$ cat config.mk
export PLATFORM = sky130hd
export DESIGN_NAME = mirq_core
export DESIGN_NICKNAME = d
export VERILOG_FILES = /design/src/design/mirq_pkg.sv /design/src/design/mirq_core.sv
export SDC_FILE = /design/constraint.sdc
export NUM_CORES = 1
export LEC_CHECK = 0
export ABC_AREA = 1
export ABC_CLOCK_PERIOD_IN_PS = 4300
export BUFFER_PORTS_ARGS = -buffer_cell sky130_fd_sc_hd__buf_4
export CORE_ASPECT_RATIO = 2
export CORE_UTILIZATION = 43
export DETAILED_ROUTE_END_ITERATION = 10
export PLACE_DENSITY_LB_ADDON = 0.25
export SYNTH_ARGS = -nofsm -noshare
export SYNTH_HDL_FRONTEND = slang
export SYNTH_SLANG_ARGS = --single-unit
$ cat constraint.sdc
create_clock -name ref_clk -period 4.3 [get_ports ref_clk]
set_input_delay 0.86 -clock ref_clk [delete_from_list [all_inputs] [get_ports ref_clk]]
set_output_delay 0.86 -clock ref_clk [all_outputs]
set_load 0.005 [all_outputs]
$ cat src/design/mirq_pkg.sv
package mirq_pkg;

	// Sizes of the card and of the response path.
	localparam int NUM_INST = 3;             // Instruments behind the card.
	localparam int INST_W   = 2;             // Instrument index / number width.
	localparam int Q_DEPTH  = 8;             // Response queue entries.
	localparam int Q_AW     = 3;             // Queue pointer width.
	localparam int SEQ_W    = 12;            // Query sequence counter width.
	localparam int VAL_W    = 16;            // Response value width.
	localparam int ENT_W    = 1 + INST_W + SEQ_W + VAL_W;
	localparam int Q_USABLE = Q_DEPTH - 1;   // One slot kept for the notice.

	// Field positions of one queue entry.
	localparam int ENT_LAST = ENT_W - 1;     // Closes a combined message.
	localparam int INST_LSB = SEQ_W + VAL_W; // Instrument number, 0 = card.
	localparam int SEQ_LSB  = VAL_W;         // Sequence tag.

	// Counter steps, reset values and the queue full limit.
	localparam logic [Q_AW:0]    CNT_ONE  = 4'h1;
	localparam logic [Q_AW-1:0]  PTR_ONE  = 3'h1;
	localparam logic [SEQ_W-1:0] SEQ_ONE  = 12'h001;
	localparam logic [SEQ_W-1:0] SEQ_RST  = 12'h000;
	localparam logic [Q_AW:0]    CNT_FULL = 4'h7;

	// Tags and values of the two fixed notices.
	localparam logic [SEQ_W-1:0] SEQ_EMPTY = 12'hFFF;  // Tag -1.
	localparam logic [SEQ_W-1:0] SEQ_OVF   = 12'hFFE;  // Tag -2.
	localparam logic [VAL_W-1:0] VAL_EMPTY = 16'h0001; // Arbitrary code.
	localparam logic [VAL_W-1:0] VAL_OVF   = 16'h0002; // Arbitrary code.

	// Error codes, two's complement of the decimal code.
	localparam logic [15:0] ERR_SETTINGS = 16'hFF2E;   // -210.
	localparam logic [15:0] ERR_ILLEGAL  = 16'hFF20;   // -224.

	// Installed-instrument answers and name codes (arbitrary values).
	localparam logic [VAL_W-1:0] INST_MASK  = 16'h0007;
	localparam logic [VAL_W-1:0] INST_COUNT = 16'h0003;
	localparam logic [NUM_INST-1:0][15:0] INST_NAMES =
		{16'h0C03, 16'h0C02, 16'h0C01};

	// Synchronisation argument codes.
	localparam logic [1:0] SYNC_WAI  = 2'h0;
	localparam logic [1:0] SYNC_OPC  = 2'h1;
	localparam logic [1:0] SYNC_OPCQ = 2'h2;

	// Pre-parsed command codes.
	typedef enum logic [3:0] {
		OP_INST     = 4'h0, // Instrument class, goes to the active one.
		OP_SEL_NAME = 4'h1, // Select active instrument by name code.
		OP_SEL_NUM  = 4'h2, // Select active instrument by number.
		OP_CAT      = 4'h3, // Catalogue query.
		OP_COUNT    = 4'h4, // Instrument count query.
		OP_LANG     = 4'h5, // Strict or asynchronous exchange.
		OP_QUEUE_READ_MODE    = 4'h6, // Queue read mode, next or all.
		OP_SNUM     = 4'h7, // Load or read the sequence counter.
		OP_SYNC     = 4'h8, // Wait, complete, complete query.
		OP_GLOBAL   = 4'h9  // Other global command, no effect here.
	} mirq_op_e;

	// Command parser states, Gray in listed order; idle and sync wait differ in both bits.
	typedef enum logic [1:0] {
		P_IDLE      = 2'b00,
		P_WAIT_ANS  = 2'b01,
		P_WAIT_SYNC = 2'b11,
		P_WAIT_READ = 2'b10
	} mirq_pst_e;

	// Read engine states.
	typedef enum logic [1:0] {
		R_IDLE  = 2'b00,
		R_START = 2'b01,
		R_SEND  = 2'b11
	} mirq_rst_e;

	// Whole state of the core.
	typedef struct packed {
		mirq_pst_e                         pst;
		mirq_rst_e                         rst;
		logic                              async;
		logic                              all_mode;
		logic                              ovf;
		logic [INST_W-1:0]                 act;
		logic [SEQ_W-1:0]                  seq;
		logic [1:0]                        sync_kind;
		logic                              sync_end;
		logic [SEQ_W-1:0]                  sync_seq;
		logic [Q_DEPTH-1:0][ENT_W-1:0]     q;
		logic [Q_AW-1:0]                   hd;
		logic [Q_AW-1:0]                   tl;
		logic [Q_AW:0]                     cnt;
		logic                              ip_v;
		logic [ENT_W-1:0]                  ip;
		logic [NUM_INST-1:0][SEQ_W-1:0]    pseq;
		logic [NUM_INST-1:0]               pend;
		logic                              ob_v0;
		logic                              ob_v1;
		logic [ENT_W-1:0]                  ob_d0;
		logic [ENT_W-1:0]                  ob_d1;
		logic                              cmd_rdy;
		logic [NUM_INST-1:0]               icv;
		mirq_op_e                          iop;
		logic [15:0]                       iarg;
		logic                              iqry;
		logic                              err_v;
		logic [15:0]                       err_c;
		logic                              opc;
	} mirq_state_s;

endpackage
$ cat src/design/mirq_core.sv
`timescale 1ns/1ps
// Notes on behaviour
// [RQ1] Reset starts in strict exchange mode.
// [RQ2] Global commands ignore which instrument is active.
// [RQ3] One active instrument; others keep running.
// [RQ4] Answer configuration queries; select by name/number.
// [RQ5] Strict: nothing accepted until response read.
// [RQ6] Strict read with nothing buffered gets no answer.
// [RQ7] Strict compound query gives one ordered message.
// [RQ8] Asynchronous responses queue, read out in order.
// [RQ9] One queue slot always kept for overflow notice.
// [RQ10] Full queue drops new responses, parser never stalls.
// [RQ11] After a drop, next read gives overflow notice.
// [RQ12] Stored responses stay unaltered until read.
// [RQ13] Asynchronous sync commands wait on all instruments.
// [RQ14] Host should keep one mode until reset.
// [RQ15] Asynchronous read of empty queue gives empty notice.
// [RQ16] Next mode one entry; all mode drains queue.
// [RQ17] Sequence counter tags queries, then counts up.
// [RQ18] Asynchronous-only commands in strict mode raise -210.
// [RQ19] Queue depth is a design constant, at least two.
// [RQ20] Selections take effect from the next command.
module mirq_core (
	input  wire logic                             ref_clk,
	input  wire logic                             rst_n,
	input  wire logic                             cmd_valid,
	output logic                                  cmd_ready,
	input  wire mirq_pkg::mirq_op_e               cmd_op,
	input  wire logic [15:0]                      cmd_arg,
	input  wire logic                             cmd_query,
	input  wire logic                             cmd_end,
	output logic [mirq_pkg::NUM_INST-1:0]         inst_cmd_valid,
	output mirq_pkg::mirq_op_e                    inst_cmd_op,
	output logic [15:0]                           inst_cmd_arg,
	output logic                                  inst_cmd_query,
	input  wire logic [mirq_pkg::NUM_INST-1:0]    inst_busy,
	input  wire logic                             ans_valid,
	input  wire logic [mirq_pkg::INST_W-1:0]      ans_inst,
	input  wire logic [mirq_pkg::VAL_W-1:0]       ans_val,
	input  wire logic                             rd_req,
	output logic                                  rd_valid,
	input  wire logic                             rd_ready,
	output logic [mirq_pkg::ENT_W-2:0]            rd_data,
	output logic                                  rd_last,
	output logic                                  err_valid,
	output logic [15:0]                           err_code,
	output logic                                  async_mode,
	output logic                                  opc_done
);

	// Registered state and its next value.
	mirq_pkg::mirq_state_s s_reg;
	mirq_pkg::mirq_state_s s_next;

	// Helper terms shared by the assertions.
	logic acc;        // A command is taken this cycle.
	logic push_try;   // A response wants a queue slot.
	logic space;      // The output buffer can take a word.

	assign acc   = cmd_valid && s_reg.cmd_rdy;
	assign space = !s_reg.ob_v1;
	assign push_try = ans_valid || s_reg.ip_v;

	// All next-state logic: output buffer, read engine, queue, parser.
	always_comb begin
		logic                             push;
		logic                             pop;
		logic [mirq_pkg::ENT_W-1:0]       pent;
		logic                             oin_v;
		logic [mirq_pkg::ENT_W-1:0]       oin;
		logic [mirq_pkg::ENT_W-1:0]       head;
		logic                             strict_done;
		logic                             found;
		logic [mirq_pkg::INST_W-1:0]      fidx;
		logic                             aonly;
		push = 1'b0;
		pop = 1'b0;
		pent = '0;
		oin_v = 1'b0;
		oin = '0;
		head = s_reg.q[s_reg.hd];
		strict_done = 1'b0;
		found = 1'b0;
		fidx = '0;
		aonly = 1'b0;
		s_next = s_reg;
		s_next.err_v = 1'b0;
		s_next.icv = '0;

		// The host drains the head word; the second slot moves up.
		if (s_reg.ob_v0 && rd_ready) begin
			s_next.ob_v0 = s_reg.ob_v1;
			s_next.ob_d0 = s_reg.ob_d1;
			s_next.ob_v1 = 1'b0;
		end

		// Read engine: a request is latched, then served when room exists.
		case (s_reg.rst)
			mirq_pkg::R_IDLE: begin
				if (rd_req) begin
					s_next.rst = mirq_pkg::R_START;
				end
			end
			mirq_pkg::R_START: begin
				if (!s_reg.async) begin
					// Nothing buffered: the read is dropped, bus times out.
					if (s_reg.cnt == '0) begin
						s_next.rst = mirq_pkg::R_IDLE; // RQ6
					end else begin
						s_next.rst = mirq_pkg::R_SEND;
					end
				end else if (space) begin
					if (s_reg.ovf) begin
						oin_v = 1'b1; // RQ11
						oin = {1'b1, {mirq_pkg::INST_W{1'b0}},
							mirq_pkg::SEQ_OVF, mirq_pkg::VAL_OVF};
						s_next.rst = mirq_pkg::R_IDLE;
					end else if (s_reg.cnt == '0) begin
						oin_v = 1'b1; // RQ15
						oin = {1'b1, {mirq_pkg::INST_W{1'b0}},
							mirq_pkg::SEQ_EMPTY, mirq_pkg::VAL_EMPTY};
						s_next.rst = mirq_pkg::R_IDLE;
					end else begin
						s_next.rst = mirq_pkg::R_SEND;
					end
				end
			end
			mirq_pkg::R_SEND: begin
				// Entries leave in arrival order, head first.
				if (space && s_reg.cnt != '0) begin
					pop = 1'b1; // RQ8
					oin_v = 1'b1;
					oin = head;
					if (!s_reg.async) begin
						// Strict: the whole combined message goes out.
						if (head[mirq_pkg::ENT_LAST]) begin
							s_next.rst = mirq_pkg::R_IDLE; // RQ7
							strict_done = 1'b1;
						end
					end else if (!s_reg.all_mode || s_reg.cnt == mirq_pkg::CNT_ONE) begin
						oin[mirq_pkg::ENT_LAST] = 1'b1; // RQ16
						s_next.rst = mirq_pkg::R_IDLE;
					end else begin
						oin[mirq_pkg::ENT_LAST] = 1'b0; // RQ16
					end
				end
			end
			default: begin
				s_next.rst = mirq_pkg::R_IDLE;
			end
		endcase

		// A word entering the buffer lands in the first free slot.
		if (oin_v) begin
			if (!s_next.ob_v0) begin
				s_next.ob_v0 = 1'b1;
				s_next.ob_d0 = oin;
			end else begin
				s_next.ob_v1 = 1'b1;
				s_next.ob_d1 = oin;
			end
		end

		// Instrument answers win the write port; card answers wait until no instrument answer arrives.
		if (ans_valid) begin
			push = 1'b1;
			pent = {!s_reg.async ? s_reg.pend[ans_inst] : 1'b1,
				ans_inst + 2'h1, s_reg.pseq[ans_inst], ans_val};
		end else if (s_reg.ip_v) begin
			push = 1'b1;
			pent = s_reg.ip;
			s_next.ip_v = 1'b0;
		end

		// Stored entries are never touched; a full queue drops the newcomer.
		if (pop) begin
			s_next.hd = s_reg.hd + mirq_pkg::PTR_ONE;
		end
		if (push && s_reg.cnt >= mirq_pkg::CNT_FULL && !pop) begin
			s_next.ovf = 1'b1; // RQ10
			push = 1'b0; // RQ9
		end
		if (push) begin
			s_next.q[s_reg.tl] = pent; // RQ12
			s_next.tl = s_reg.tl + mirq_pkg::PTR_ONE; // RQ19
		end
		if (push && !pop) begin
			s_next.cnt = s_reg.cnt + mirq_pkg::CNT_ONE;
		end else if (pop && !push) begin
			s_next.cnt = s_reg.cnt - mirq_pkg::CNT_ONE;
		end
		// The drop flag, once raised, clears only when its notice is sent.
		if (s_reg.rst == mirq_pkg::R_START && s_reg.async && space &&
			s_reg.ovf && !s_next.ovf) begin
			s_next.ovf = 1'b0;
		end else if (s_reg.rst == mirq_pkg::R_START && s_reg.async &&
			space && s_reg.ovf && !(push_try && s_reg.cnt >= mirq_pkg::CNT_FULL)) begin
			s_next.ovf = 1'b0; // RQ11
		end

		// Parser: takes one command when ready.
		case (s_reg.pst)
			mirq_pkg::P_IDLE: begin
				if (acc) begin
					aonly = (cmd_op == mirq_pkg::OP_QUEUE_READ_MODE) ||
						(cmd_op == mirq_pkg::OP_SNUM);
					if (cmd_query) begin
						s_next.seq = s_reg.seq + mirq_pkg::SEQ_ONE; // RQ17
					end
					s_next.ip = {cmd_end, {mirq_pkg::INST_W{1'b0}},
						s_reg.seq, {mirq_pkg::VAL_W{1'b0}}};
					if (!s_reg.async && aonly) begin
						s_next.err_v = 1'b1; // RQ18
						s_next.err_c = mirq_pkg::ERR_SETTINGS;
					end else begin
						case (cmd_op)
							mirq_pkg::OP_INST: begin
								// Only the active one sees it; others run on.
								for (int i = 0; i < mirq_pkg::NUM_INST; i++) begin
									s_next.icv[i] = (s_reg.act == mirq_pkg::INST_W'(i)); // RQ3
								end
								s_next.iop = cmd_op;
								s_next.iarg = cmd_arg;
								s_next.iqry = cmd_query;
								if (cmd_query) begin
									s_next.pseq[s_reg.act] = s_reg.seq;
									s_next.pend[s_reg.act] = cmd_end;
									if (!s_reg.async) begin
										s_next.pst = mirq_pkg::P_WAIT_ANS; // RQ5
									end
								end
							end
							mirq_pkg::OP_SEL_NAME: begin
								for (int i = 0; i < mirq_pkg::NUM_INST; i++) begin
									if (cmd_arg == mirq_pkg::INST_NAMES[i]) begin
										found = 1'b1;
										fidx = mirq_pkg::INST_W'(i);
									end
								end
								if (found) begin
									s_next.act = fidx; // RQ4 RQ20
								end else begin
									s_next.err_v = 1'b1;
									s_next.err_c = mirq_pkg::ERR_ILLEGAL;
								end
							end
							mirq_pkg::OP_SEL_NUM: begin
								if (cmd_arg != 16'h0000 && cmd_arg <= mirq_pkg::INST_COUNT) begin
									s_next.act = cmd_arg[mirq_pkg::INST_W-1:0] - 2'h1; // RQ4
								end else begin
									s_next.err_v = 1'b1;
									s_next.err_c = mirq_pkg::ERR_ILLEGAL;
								end
							end
							mirq_pkg::OP_CAT: begin
								s_next.ip[mirq_pkg::VAL_W-1:0] = mirq_pkg::INST_MASK; // RQ4
							end
							mirq_pkg::OP_COUNT: begin
								s_next.ip[mirq_pkg::VAL_W-1:0] = mirq_pkg::INST_COUNT; // RQ4
							end
							mirq_pkg::OP_LANG: begin
								if (cmd_query) begin
									s_next.ip[0] = s_reg.async;
								end else begin
									s_next.async = cmd_arg[0]; // RQ20
								end
							end
							mirq_pkg::OP_QUEUE_READ_MODE: begin
								if (cmd_query) begin
									s_next.ip[0] = s_reg.all_mode;
								end else begin
									s_next.all_mode = cmd_arg[0]; // RQ16
								end
							end
							mirq_pkg::OP_SNUM: begin
								// The answer names the tag the next query gets.
								if (cmd_query) begin
									s_next.ip[mirq_pkg::SEQ_W-1:0] = s_next.seq;
								end else begin
									s_next.seq = cmd_arg[mirq_pkg::SEQ_W-1:0]; // RQ17
								end
							end
							mirq_pkg::OP_SYNC: begin
								// Waits on every instrument, not just the active.
								s_next.sync_kind = cmd_arg[1:0];
								s_next.sync_end = cmd_end;
								s_next.sync_seq = s_reg.seq;
								s_next.pst = mirq_pkg::P_WAIT_SYNC; // RQ13
							end
							default: begin
							end
						endcase
						// Card-level answers are identical for any active one.
						if (cmd_query && cmd_op != mirq_pkg::OP_INST &&
							cmd_op != mirq_pkg::OP_SYNC) begin
							s_next.ip_v = 1'b1; // RQ2
							if (!s_reg.async && cmd_end) begin
								s_next.pst = mirq_pkg::P_WAIT_READ; // RQ5
							end
						end
					end
				end
			end
			mirq_pkg::P_WAIT_ANS: begin
				if (ans_valid) begin
					s_next.pst = s_reg.pend[ans_inst] ? mirq_pkg::P_WAIT_READ :
						mirq_pkg::P_IDLE; // RQ7
				end
			end
			mirq_pkg::P_WAIT_SYNC: begin
				if (inst_busy == '0) begin
					s_next.pst = mirq_pkg::P_IDLE;
					if (s_reg.sync_kind == mirq_pkg::SYNC_OPC) begin
						s_next.opc = 1'b1;
					end else if (s_reg.sync_kind == mirq_pkg::SYNC_OPCQ) begin
						s_next.ip_v = 1'b1; // RQ13
						s_next.ip = {s_reg.sync_end, {mirq_pkg::INST_W{1'b0}},
							s_reg.sync_seq, 16'h0001};
						if (!s_reg.async && s_reg.sync_end) begin
							s_next.pst = mirq_pkg::P_WAIT_READ;
						end
					end
				end
			end
			mirq_pkg::P_WAIT_READ: begin
				// Strict: released once the last word of the message has left the queue.
				if (strict_done || s_reg.async) begin
					s_next.pst = mirq_pkg::P_IDLE; // RQ5
				end
			end
			default: begin
				s_next.pst = mirq_pkg::P_IDLE;
			end
		endcase

		// Ready drops for a cycle after each take, so one command per cycle pair.
		s_next.cmd_rdy = (s_next.pst == mirq_pkg::P_IDLE) && !s_next.ip_v && !acc;
	end

	// State register; reset restores strict exchange and clears the counter.
	always_ff @(posedge ref_clk) begin
		if (!rst_n) begin
			s_reg <= '0; // RQ1
			s_reg.pst <= mirq_pkg::P_IDLE;
			s_reg.rst <= mirq_pkg::R_IDLE;
			s_reg.seq <= mirq_pkg::SEQ_RST;
			s_reg.iop <= mirq_pkg::OP_GLOBAL;
		end else begin
			s_reg <= s_next;
		end
	end

	// Every output is a field of the state register.
	assign cmd_ready      = s_reg.cmd_rdy;
	assign inst_cmd_valid = s_reg.icv;
	assign inst_cmd_op    = s_reg.iop;
	assign inst_cmd_arg   = s_reg.iarg;
	assign inst_cmd_query = s_reg.iqry;
	assign rd_valid       = s_reg.ob_v0;
	assign rd_data        = s_reg.ob_d0[mirq_pkg::ENT_W-2:0];
	assign rd_last        = s_reg.ob_d0[mirq_pkg::ENT_LAST];
	assign err_valid      = s_reg.err_v;
	assign err_code       = s_reg.err_c;
	assign async_mode     = s_reg.async;
	assign opc_done       = s_reg.opc;

	property p_reset_strict;
		@(posedge ref_clk) !rst_n |=> !async_mode && !s_reg.all_mode;
	endproperty
	a_reset_strict: assert property (p_reset_strict) // RQ1
		else $error("Not strict mode after reset.");

	property p_strict_block;
		@(posedge ref_clk) disable iff (!rst_n)
		s_reg.pst == mirq_pkg::P_WAIT_READ && !async_mode |-> !cmd_ready;
	endproperty
	a_strict_block: assert property (p_strict_block) // RQ5
		else $error("Command taken before strict response read.");

	property p_strict_silent;
		@(posedge ref_clk) disable iff (!rst_n)
		s_reg.rst == mirq_pkg::R_START && !async_mode && s_reg.cnt == '0 &&
		!rd_valid && !push_try |=> !rd_valid [*2];
	endproperty
	a_strict_silent: assert property (p_strict_silent) // RQ6
		else $error("Strict read answered with nothing buffered.");

	property p_reserved_slot;
		@(posedge ref_clk) disable iff (!rst_n)
		s_reg.cnt <= mirq_pkg::CNT_FULL;
	endproperty
	a_reserved_slot: assert property (p_reserved_slot) // RQ9
		else $error("Queue used its reserved slot.");

	property p_drop_flag;
		@(posedge ref_clk) disable iff (!rst_n)
		push_try && s_reg.cnt == mirq_pkg::CNT_FULL &&
		s_reg.rst != mirq_pkg::R_SEND |=> s_reg.ovf && $stable(s_reg.cnt);
	endproperty
	a_drop_flag: assert property (p_drop_flag) // RQ10
		else $error("Full queue did not drop and flag.");

	property p_ovf_notice;
		@(posedge ref_clk) disable iff (!rst_n)
		s_reg.rst == mirq_pkg::R_START && async_mode && s_reg.ovf && space &&
		!rd_valid |=> rd_valid && rd_last &&
		rd_data[mirq_pkg::INST_LSB-1:mirq_pkg::SEQ_LSB] == mirq_pkg::SEQ_OVF;
	endproperty
	a_ovf_notice: assert property (p_ovf_notice) // RQ11
		else $error("Overflow notice not delivered.");

	property p_empty_notice;
		@(posedge ref_clk) disable iff (!rst_n)
		s_reg.rst == mirq_pkg::R_START && async_mode && !s_reg.ovf &&
		s_reg.cnt == '0 && space && !rd_valid |=> rd_valid && rd_last &&
		rd_data[mirq_pkg::VAL_W-1:0] == mirq_pkg::VAL_EMPTY;
	endproperty
	a_empty_notice: assert property (p_empty_notice) // RQ15
		else $error("Empty read did not return the empty notice.");

	property p_seq_step;
		@(posedge ref_clk) disable iff (!rst_n)
		acc && cmd_query |=> s_reg.seq == $past(s_reg.seq) + mirq_pkg::SEQ_ONE;
	endproperty
	a_seq_step: assert property (p_seq_step) // RQ17
		else $error("Sequence counter did not step on a query.");

	property p_conflict;
		@(posedge ref_clk) disable iff (!rst_n)
		acc && !async_mode && (cmd_op == mirq_pkg::OP_QUEUE_READ_MODE ||
		cmd_op == mirq_pkg::OP_SNUM) |=> err_valid &&
		err_code == mirq_pkg::ERR_SETTINGS && inst_cmd_valid == '0;
	endproperty
	a_conflict: assert property (p_conflict) // RQ18
		else $error("Missing settings conflict error.");

	property p_one_active;
		@(posedge ref_clk) disable iff (!rst_n)
		$onehot0(inst_cmd_valid);
	endproperty
	a_one_active: assert property (p_one_active) // RQ3
		else $error("More than one instrument commanded.");

endmodule

==> results.py, run 1 <==
metrics = {
    "status": {
        "outcome": "finished, final reports clean",
    },
    "final_layout": {
        "fin_cells": 3501,
        "final_cell_mix": "a21oi_1, dfxtp_1, nand2_1",
        "syn_to_final_growth_pct": 10.29,
        "layout.nets": 2900,
        "fin_area_mm2": 0.02290,
        "final_common_cell": "a21oi_1",
        "drive_above_1_share_pct": 9.934,
        "largest_reg_flops": 390,
        "fill_cells": 4818,
        "n_antenna_cell": 0,
    },
    "sta": {
        "fin_crit_sh_pct": 71.45,
        "totalNegativeSetupSlack_ns": 0,
        "setup_violations": 0,
        "finalHoldViolCount": 0,
        "rsz0062_at_grt": "no",
        "skew_ns": 0.01834,
        "final-max-slew-violation-count": 0,
        "worst_slew_pin_slew_ns": 1.165,
        "period_needed_ns": 3.072,
        "fmaxAchievable_ghz": 0.3255,
        "slew_headroom_pct": 22.37,
    },
    "worst_setup_path": {
        "crit_end": "s_reg[181]",
        "crit_start": "s_reg[178]",
        "r2r_setup_slack_ns": 1.23,
        "critPathKind": "flop to flop",
        "crit_fanout": 13,
        "cp-end-kind": "flop",
        "r2r-start": "s_reg[178]",
        "ff2ff_path_depth": 15,
        "r2r_end": "s_reg[181]",
        "crit_required_ns": 4.74,
        "startpoint_type": "flop",
        "arrival_ns": 3.52,
    },
    "placement": {
        "port_buffers": 120,
        "dp_hpwl_um": 43600,
        "placed_cells": 3423,
        "gp_congestion": 0.8537,
        "postPlaceCellArea_mm2": 0.02146,
    },
    "power": {
        "power.density_mw_per_mm2": 414.7,
        "ir_drop_v": 0.0004207,
        "pwr-share-clk_pct": 40.9,
        "p_sw_share_pct": 27.87,
        "p_leak_uw": 0.008413,
        "p_sw_uw": 2646,
        "p_int_uw": 6849,
        "power_frac_comb_pct": 12.6,
        "seqPwrFrac_pct": 46.5,
    },
    "global_routing": {
        "grt_pass1_vias": 18670,
        "grt-ovfl-total": 0,
        "grt_max_degree": 123,
        "grt_first_pass_wirelength_um": 102100,
        "antenna_found_initial": 0,
        "grtUsageTotal_pct": 26.45,
    },
    "synth": {
        "yosysSeqAreaShare_pct": 43.59,
        "ys_types": 41,
        "ys_ff_latch": 452,
        "avgSynthCellArea_um2": 7.146,
        "synth.yosys.warnings": 0,
        "netlist_area_mm2": 0.02076,
        "ys_async_sr_fraction_pct": 0,
        "synth_edf_count": 0,
        "synthCells": 2905,
        "synthFlopType": "dfxtp_1",
    },
    "clock_network": {
        "cts_resized": 0,
        "clk_pin_slew_ns": 0.07,
        "cts_buffer_depth": 3,
        "post_cts.repair.setup_buffers": 0,
        "numCtsBuffers": 42,
        "cts_htree_levels": 2,
        "clock_sinks": 452,
        "clkLatencyLatePin_ns": 0.56,
        "cts_tree": "built",
        "ctsHoldBuffers": 0,
        "cts-root-buf": "clkbuf_16",
    },
    "routing": {
        "viasPerCell": 5.613,
        "firstDrtPassIters": 8,
        "drt_iter0_drc": 1737,
        "num_vias": 19650,
        "ant_nets": 0,
        "wl_per_cell_um": 18.62,
        "drc": 0,
        "routed_wl_um": 65200,
    },
    "run": {
        "maxCapViolations": 0,
    },
    "floorplanning": {
        "dieWidth_um": 157.4,
        "row_count": 113,
        "dieArea_mm2": 0.04921,
        "core_area_mm2": 0.04751,
        "start_util_pct": 43.70,
        "die_y_um": 312.7,
        "pin_count": 125,
    },
    "hold_path": {
        "hp-class": "flop to flop",
    },
}
[cell usage after synthesis, types with 3 or more instances]
master | count | area, um2
a211oi_1 | 14 | 105.1
a21oi_1 | 500 | 2502
a31oi_1 | 41 | 256.5
a31oi_2 | 5 | 62.56
buf_1 | 13 | 48.80
buf_2 | 35 | 175.2
buf_4 | 84 | 630.6
clkbuf_1 | 159 | 596.8
dfxtp_1 | 452 | 9049
ha_1 | 16 | 200.2
inv_1 | 221 | 829.6
inv_2 | 8 | 30.03
mux2_2 | 3 | 33.78
nand2_1 | 430 | 1614
nand2_2 | 6 | 37.54
nand3_1 | 274 | 1371
nand4_1 | 10 | 62.56
nor2_1 | 168 | 630.6
nor2_2 | 4 | 25.02
nor3_1 | 14 | 70.07
o211ai_1 | 22 | 165.2
o21a_1 | 15 | 112.6
o21ai_0 | 374 | 1872
o21ai_1 | 11 | 55.05
xor2_1 | 4 | 35.03
[power by group through the flow]
stage | sequential [uW] | combinational (uW) | clock (uW)
floorplan | 4480 | 825 | 0
global placement | 4510 | 1160 | 0
detailed placement | 4510 | 1180 | 0
CTS | 4410 | 1190 | 3940
global route | 4430 | 1310 | 4100
finish | 4420 | 1200 | 3880
[per-layer routing]
metal | track usage, % | wire [um] | vias to the layer above | part of all wire [%]
met4 | 16.00 | 4005 | 0 | 6.1
li1 | - | - | 9535 | -
met3 | 2.392 | 3246 | 180 | 5.0
met5 | 0 | 0 | - | 0
met1 | 28.90 | 23970 | 9195 | 37
met2 | 48.50 | 33980 | 741 | 52
[per-stage QoR]
stage          setup slack (ns)  hold slack [ns]  utilization [%]  total power (uW)
2_1_floorplan             1.490           0.4200                -              5302
3_3_place_gp              1.166           0.4354            45.18              5666
3_5_place_dp              1.134           0.4385            45.18              5694
4_1_cts                   1.287           0.4527            48.20              9548
5_1_grt                   1.001           0.4651            48.20              9843
6_report                  1.228           0.4530            48.20              9495
[worst max-delay path: stages, from the launching register on]
cell     delay, ns
dfxtp_1       0.41
inv_1         0.12
ha_1          0.22
inv_1         0.08
nor3_2        0.07
nor2_2        0.17
nand2_4       0.19
a21oi_4       0.39
buf_4         0.31
ha_1          0.33
nor2_1        0.12
nand3_1       0.09
o21ai_0       0.09
o21ai_0       0.13
o21ai_0       0.17
a21oi_1       0.05
[how the worst min path moves through the flow]
stage / startpoint / end / slack, ns / cells past startpoint
finish: inst_cmd_op[0] / inst_cmd_op[0] / 0.45 / 2
global route: s_reg[279] / s_reg[279] / 0.47 / 2
CTS: s_reg[368] / s_reg[368] / 0.45 / 2
detailed placement: inst_cmd_op[3] / inst_cmd_op[3] / 0.44 / 2
global placement: inst_cmd_op[0] / inst_cmd_op[0] / 0.44 / 2
floorplan: inst_cmd_op[0] / inst_cmd_op[0] / 0.42 / 2
[cell type report]
| type | instances | area (um2) | share of cell area [%] |
|---|---|---|---|
| Multi-Input combinational cell | 1934 | 9413 | 41.11 |
| Sequential cell | 452 | 9054 | 39.54 |
| Timing Repair Buffer | 174 | 1335 | 5.831 |
| Clock buffer | 66 | 1282 | 5.601 |
| Inverter | 231 | 872.1 | 3.809 |
| Tap cell | 632 | 790.8 | 3.454 |
| Clock inverter | 12 | 148.9 | 0.6503 |
[logic make-up (layout without fill, tap and decap cells)]
logic type                 count (synthesis)  in the layout  share of synthesized area (%)
AOI/OAI and AO/OA                        992            992                          25.13
and+or+nand+nor                          914            914                          18.76
buffers and inverters                    522            483                          11.17
DFF                                      452            452                          43.59
adders and majority gates                 16             16                         0.9644
xor gates and xnor gates                   5              5                         0.2109
muxes                                      3              3                         0.1627
other                                      1              4                        0.01806
Power figures use the tool's default switching activity.
==> inputs of run 2 (changes only) <==
- ABC_CLOCK_PERIOD_IN_PS: 4300 -> 2600
- clock period: 4.3 -> 2.6 ns (I/O delays scaled with it)
==> run 2 against run 1 <==
First-iteration DRC count fell by 11%; worst hold slack got worse by 0.21 ns; largest cell class unchanged; cell count rose by 1.2%; fmax rose by 31%; critical path depth fell by 1; non-clock buffer count rose by 47; largest power group unchanged; clock-buffer cell count fell by 1; power rose by 65%.
==> results.py, run 2 (synthesis gave the netlist of run 1 again) <==
metrics = {
    "sta": {
        "slew_headroom_pct": 54.41,
        "fmaxAchievable_ghz": 0.4274,
        "final-max-slew-violation-count": 0,
        "setup_violations": 0,
        "skew_ns": 0.01312,
        "period_needed_ns": 2.340,
        "totalNegativeSetupSlack_ns": 0,
        "worst_slew_pin_slew_ns": 0.6793,
        "finalHoldViolCount": 0,
        "fin_crit_sh_pct": 89.99,
        "setup_slack_ns": 0.2603,
    },
    "worst_setup_path": {
        "crit_fanout": 10,
        "arrival_ns": 2.81,
        "crit_path_max_incr_delay_ns": 0.35,
        "r2r-start": "s_reg[178]",
        "path_cells": "inv_1 > ha_1 > inv_1 > nor3_2 > nor2_2 > nand2_4 > a21oi_4 > ha_1 > nor2_1 > nand3_1 > o21ai_0 > o21ai_0 > buf_4 > a21oi_1",
        "ff2ff_path_depth": 14,
        "crit_required_ns": 3.07,
        "r2r_setup_slack_ns": 0.26,
        "cp-end-kind": "flop",
        "critPathKind": "flop to flop",
        "startpoint_type": "flop",
        "crit_slowest_cell": "dfxtp_2",
        "r2r_end": "s_reg[181]",
    },
    "routing": {
        "met2_length_um": 34330,
        "drc": 0,
        "ant_nets": 0,
        "top_layer": "met4",
        "drt_iter0_drc": 1549,
        "firstDrtPassIters": 6,
        "wl_met1_um": 24060,
        "num_vias": 19800,
        "wl_met3_um": 3574,
        "viasPerCell": 5.586,
        "wl_per_cell_um": 18.54,
        "routed_wl_um": 65700,
    },
    "final_layout": {
        "fin_area_mm2": 0.02337,
        "fin_cells": 3544,
        "syn_to_final_growth_pct": 12.56,
        "final_common_cell": "a21oi_1",
        "layout.nets": 2946,
        "largest_reg_flops": 390,
        "regArea_mm2": 0.009055,
        "fill_cells": 4816,
        "n_antenna_cell": 0,
        "drive_above_1_share_pct": 11.30,
        "final_cell_mix": "a21oi_1, dfxtp_1, nand2_1",
        "multi_input_area_mm2": 0.009418,
    },
    "global_routing": {
        "grt_pass1_vias": 18650,
        "grt_max_degree": 95,
        "grt_first_pass_wirelength_um": 102200,
        "grt-ovfl-total": 0,
        "grtUsageTotal_pct": 26.56,
        "antenna_found_initial": 0,
    },
    "power": {
        "pwr-share-clk_pct": 40.1,
        "power.density_mw_per_mm2": 670.6,
        "seqPwrFrac_pct": 46.5,
        "power_frac_comb_pct": 13.4,
        "p_int_uw": 11370,
        "p_leak_uw": 0.008699,
        "p_sw_share_pct": 27.44,
        "p_sw_uw": 4300,
        "ir_drop_v": 0.0006781,
    },
    "status": {
        "outcome": "finished, final reports clean",
    },
    "placement": {
        "postPlaceCellArea_mm2": 0.02193,
        "placed_cells": 3467,
        "dp_hpwl_um": 43280,
        "gp_congestion": 0.8652,
        "dp_slack_ns": 0.1638,
        "port_buffers": 120,
    },
    "hold_path": {
        "hp-class": "input port to flop",
        "hold_depth": 3,
        "min_from": "cmd_arg[3]",
        "worstHoldEndpoint": "inst_cmd_arg[3]",
    },
    "floorplanning": {
        "dieWidth_um": 157.4,
        "start_util_pct": 43.70,
        "core_area_mm2": 0.04751,
        "dieArea_mm2": 0.04921,
        "die_y_um": 312.7,
        "row_count": 113,
        "pin_count": 125,
    },
    "clock_network": {
        "cts-root-buf": "clkbuf_16",
        "clock_sinks": 452,
        "cts_tree": "built",
        "clkLatencyLatePin_ns": 0.55,
        "numCtsBuffers": 41,
        "cts_buffer_depth": 3,
        "clk_pin_slew_ns": 0.06,
        "cts_htree_levels": 2,
    },
    "run": {
        "maxCapViolations": 0,
    },
}
[run 2: cell types whose count changed in the layout (fill, tap and decap cells not counted), moves of 2 or more]
cell,previous run,this run
buf_12,2,13
buf_4,171,206
clkbuf_16,43,45
clkbuf_8,12,10
clkinv_2,3,7
clkinv_8,2,0
clkinvlp_4,2,0
inv_2,9,6
o21ai_0,374,372
o21ai_1,11,13
[run 2: stage by stage]
stage | hold slack (ns) | total power [uW] | util [%]
2_1_floorplan | 0.4200 | 8769 | -
3_3_place_gp | 0.4374 | 9464 | 46.17
3_5_place_dp | 0.4431 | 9505 | 46.17
4_1_cts | 0.2221 | 15740 | 49.07
5_1_grt | 0.2376 | 16270 | 49.19
6_report | 0.2447 | 15670 | 49.19
[run 2: cell type report]
class	instances	share of cell area, %
clock inverter	9	0.4230
clock buffer	65	5.478
inverter	231	3.770
tap	632	3.384
multi-input combinational	1934	40.31
sequential	452	38.75
timing repair buffer	221	7.888
[run 2: worst max path at each step]
stage               startpoint          to  cells after the start
floorplan           s_reg[178]  s_reg[181]                     16
global placement    s_reg[178]  s_reg[181]                     14
detailed placement  s_reg[470]  s_reg[119]                     12
CTS                 s_reg[470]  s_reg[119]                     12
global route        s_reg[178]  s_reg[180]                     13
finish              s_reg[178]  s_reg[181]                     14
[run 2: power groups by stage]
| stage | combinational, uW | clock, uW | sequential (uW) |
|---|---|---|---|
| after CTS | 2070 | 6380 | 7290 |
| after global routing | 2300 | 6660 | 7320 |
| after floorplan | 1360 | 0 | 7400 |
| final | 2100 | 6280 | 7290 |
| after global placement | 2030 | 0 | 7440 |
| after detailed placement | 2060 | 0 | 7440 |
[run 2: per-layer routing]
metal / vias to the layer above / GRT usage [%]
li1: 9641 / -
met1: 9227 / 29.13
met2: 756 / 48.67
met3: 174 / 2.848
met4: 0 / 15.23
met5: - / 0
[run 2: worst max-delay path: cells and delay by family, from the launching register on]
family / cells / cell delay, ns
AO/OA/AOI/OAI: 4 / 0.57
AND/OR/NAND/NOR: 5 / 0.54
adder cells (fa/ha/maj): 2 / 0.50
flip-flops: 1 / 0.35
buffers and inverters: 3 / 0.31
[run 2: what timing repair did]
| item | 4_1_cts | 5_1_grt |
|---|---|---|
| endpoints found under the hold margin | 0 | 0 |
| gates resized for setup | 0 | 10 |
| hold buffers | 0 | 0 |
| buffers inserted | 0 | 2 |
| setup endpoints to repair | 0 | 66 |
==> inputs of run 3 (changes only) <==
- CELL_PAD_IN_SITES_DETAIL_PLACEMENT: default -> 1
- CELL_PAD_IN_SITES_GLOBAL_PLACEMENT: default -> 1
- CORE_MARGIN: default -> 2
- CORE_UTILIZATION: 43 -> 40
==> run 3 against run 2 <==
Clock-buffer cell count decreased by 3; critical path depth decreased by 1; global-route usage up 1.2 points; register-to-register slack worse by 0.19 ns; critical endpoint is now rd_data[1].
==> results.py, run 3 (synthesis gave the netlist of run 1 again) <==
metrics = {
    "sta": {
        "worst_slew_pin_slew_ns": 0.8421,
        "slew_headroom_pct": 43.86,
        "setup_violations": 0,
        "whs_ns": 0.2341,
        "final-max-slew-violation-count": 0,
        "fmaxAchievable_ghz": 0.3960,
        "finalHoldViolCount": 0,
        "period_needed_ns": 2.526,
        "skew_ns": 0.01515,
        "fin_crit_sh_pct": 97.13,
    },
    "final_layout": {
        "syn_to_final_growth_pct": 12.17,
        "n_antenna_cell": 0,
        "final_util_pct": 45.19,
        "fin_area_mm2": 0.02328,
        "drive_above_1_share_pct": 10.86,
        "layout.nets": 2937,
        "final_common_cell": "a21oi_1",
        "largest_reg_flops": 390,
        "final_cell_mix": "a21oi_1, dfxtp_1, nand2_1",
    },
    "worst_setup_path": {
        "ff2ff_path_depth": 13,
        "critPathKind": "flop to flop",
        "startpoint_type": "flop",
        "cp-end-kind": "flop",
        "crit_fanout": 32,
        "arrival_ns": 3.02,
        "crit_required_ns": 3.09,
    },
    "clock_network": {
        "numCtsBuffers": 43,
        "clkLatencyLatePin_ns": 0.57,
        "clock_sinks": 452,
        "cts-root-buf": "clkbuf_16",
        "ctsHoldBuffers": 0,
        "cts_htree_levels": 2,
        "cts_buffer_depth": 3,
        "cts_tree": "built",
        "clk_pin_slew_ns": 0.07,
    },
    "routing": {
        "top_layer": "met4",
        "wl_met3_um": 2893,
        "drc": 0,
        "firstDrtPassIters": 5,
        "ant_nets": 0,
        "num_vias": 20250,
        "wl_per_cell_um": 21.10,
        "viasPerCell": 5.689,
        "drt_iter0_drc": 1236,
        "met2_length_um": 40090,
        "wl_met1_um": 27640,
        "routed_wl_um": 75100,
    },
    "global_routing": {
        "grt_max_degree": 126,
        "grt-ovfl-total": 0,
        "grtUsageTotal_pct": 27.75,
        "antenna_found_initial": 0,
        "grt_first_pass_wirelength_um": 117100,
        "grt_pass1_vias": 21440,
    },
    "floorplanning": {
        "pin_count": 125,
        "start_util_pct": 40.29,
        "row_count": 118,
        "die_y_um": 326.2,
        "dieArea_mm2": 0.05385,
        "core_area_mm2": 0.05153,
        "dieWidth_um": 165.1,
    },
    "power": {
        "p_leak_uw": 0.008612,
        "ir_drop_v": 0.0005439,
        "power.density_mw_per_mm2": 670.7,
    },
    "placement": {
        "dp_hpwl_um": 48980,
        "gp_congestion": 0.8255,
        "port_buffers": 120,
        "postPlaceCellArea_mm2": 0.02189,
    },
    "hold_path": {
        "hold_depth": 3,
        "hp-class": "input port to flop",
    },
    "status": {
        "outcome": "finished, final reports clean",
    },
    "run": {
        "maxCapViolations": 0,
    },
}
-- run 3: cell types whose count changed in the layout (fill, tap and decap cells not counted), sizes merged --
cell	before	now
clkinvlp	0	2
inv	229	230
clkbuf	66	62
buf	220	208
bufinv	2	0
clkinv	9	10
bufbuf	0	2
-- run 3: worst max-delay path, stage by stage, from the launching register on --
cell and delay (ns):
dfxtp_2 0.37, inv_1 0.09, ha_1 0.24, inv_1 0.13, nor3_4 0.07, nor2_4 0.16
nand2_4 0.08, buf_4 0.16, inv_1 0.09, buf_12 0.27, nand3_1 0.30, nand2_1 0.24
inv_1 0.09, a21oi_1 0.12
-- run 3: cell type report --
| cell class | count | area (um2) |
|---|---|---|
| Timing Repair Buffer | 210 | 1817 |
| Clock inverter | 11 | 61.31 |
| Sequential cell | 452 | 9055 |
| Inverter | 231 | 872.1 |
| Clock buffer | 62 | 1230 |
| Tap cell | 660 | 825.8 |
| Fill cell | 6477 | 28240 |
| Multi-Input combinational cell | 1934 | 9424 |
-- run 3: final timing paths --
path               startpoint          endpoint  slack, ns
setup / recovery   s_reg[178]        rd_data[1]       0.07
hold / removal    cmd_arg[11]  inst_cmd_arg[11]       0.23
setup reg to reg   s_reg[178]        rd_data[1]       0.07
hold reg to reg    s_reg[427]        s_reg[427]       0.45
-- run 3: through the flow --
| stage | power [uW] | TNS (ns) | worst slack [ns] | instances |
|---|---|---|---|---|
| CTS | 15740 | 0 | 0.04216 | 3559 |
| finish | 15620 | 0 | 0.07450 | 3560 |
| detailed placement | 9605 | -0.5934 | -0.08737 | 3483 |
| floorplan | 8769 | 0 | 0.07915 | 2908 |
| global placement | 9519 | 0 | 0.1061 | 3483 |
| global route | 16220 | -0.02562 | -0.02562 | 3560 |
-- run 3: per-layer routing --
layer,global-route usage [%],up-vias
li1,-,9602
met1,28.39,9962
met2,53.04,494
met3,3.336,196
met4,15.35,0
met5,0,-
-- run 3: report_power, final --
part           switching (uW)  internal (uW)  leakage [uW]
Combinational            1570            657       0.00432
Sequential                167           7150       0.00365
Clock                    2790           3280      0.000635
-- run 3: repair_timing --
action / CTS / global route
setup endpoints to repair: 100 / 59
resized for setup: 1 / 9
pin swaps: 1 / 2
cloned: 2 / 0
setup buffers: 1 / 1
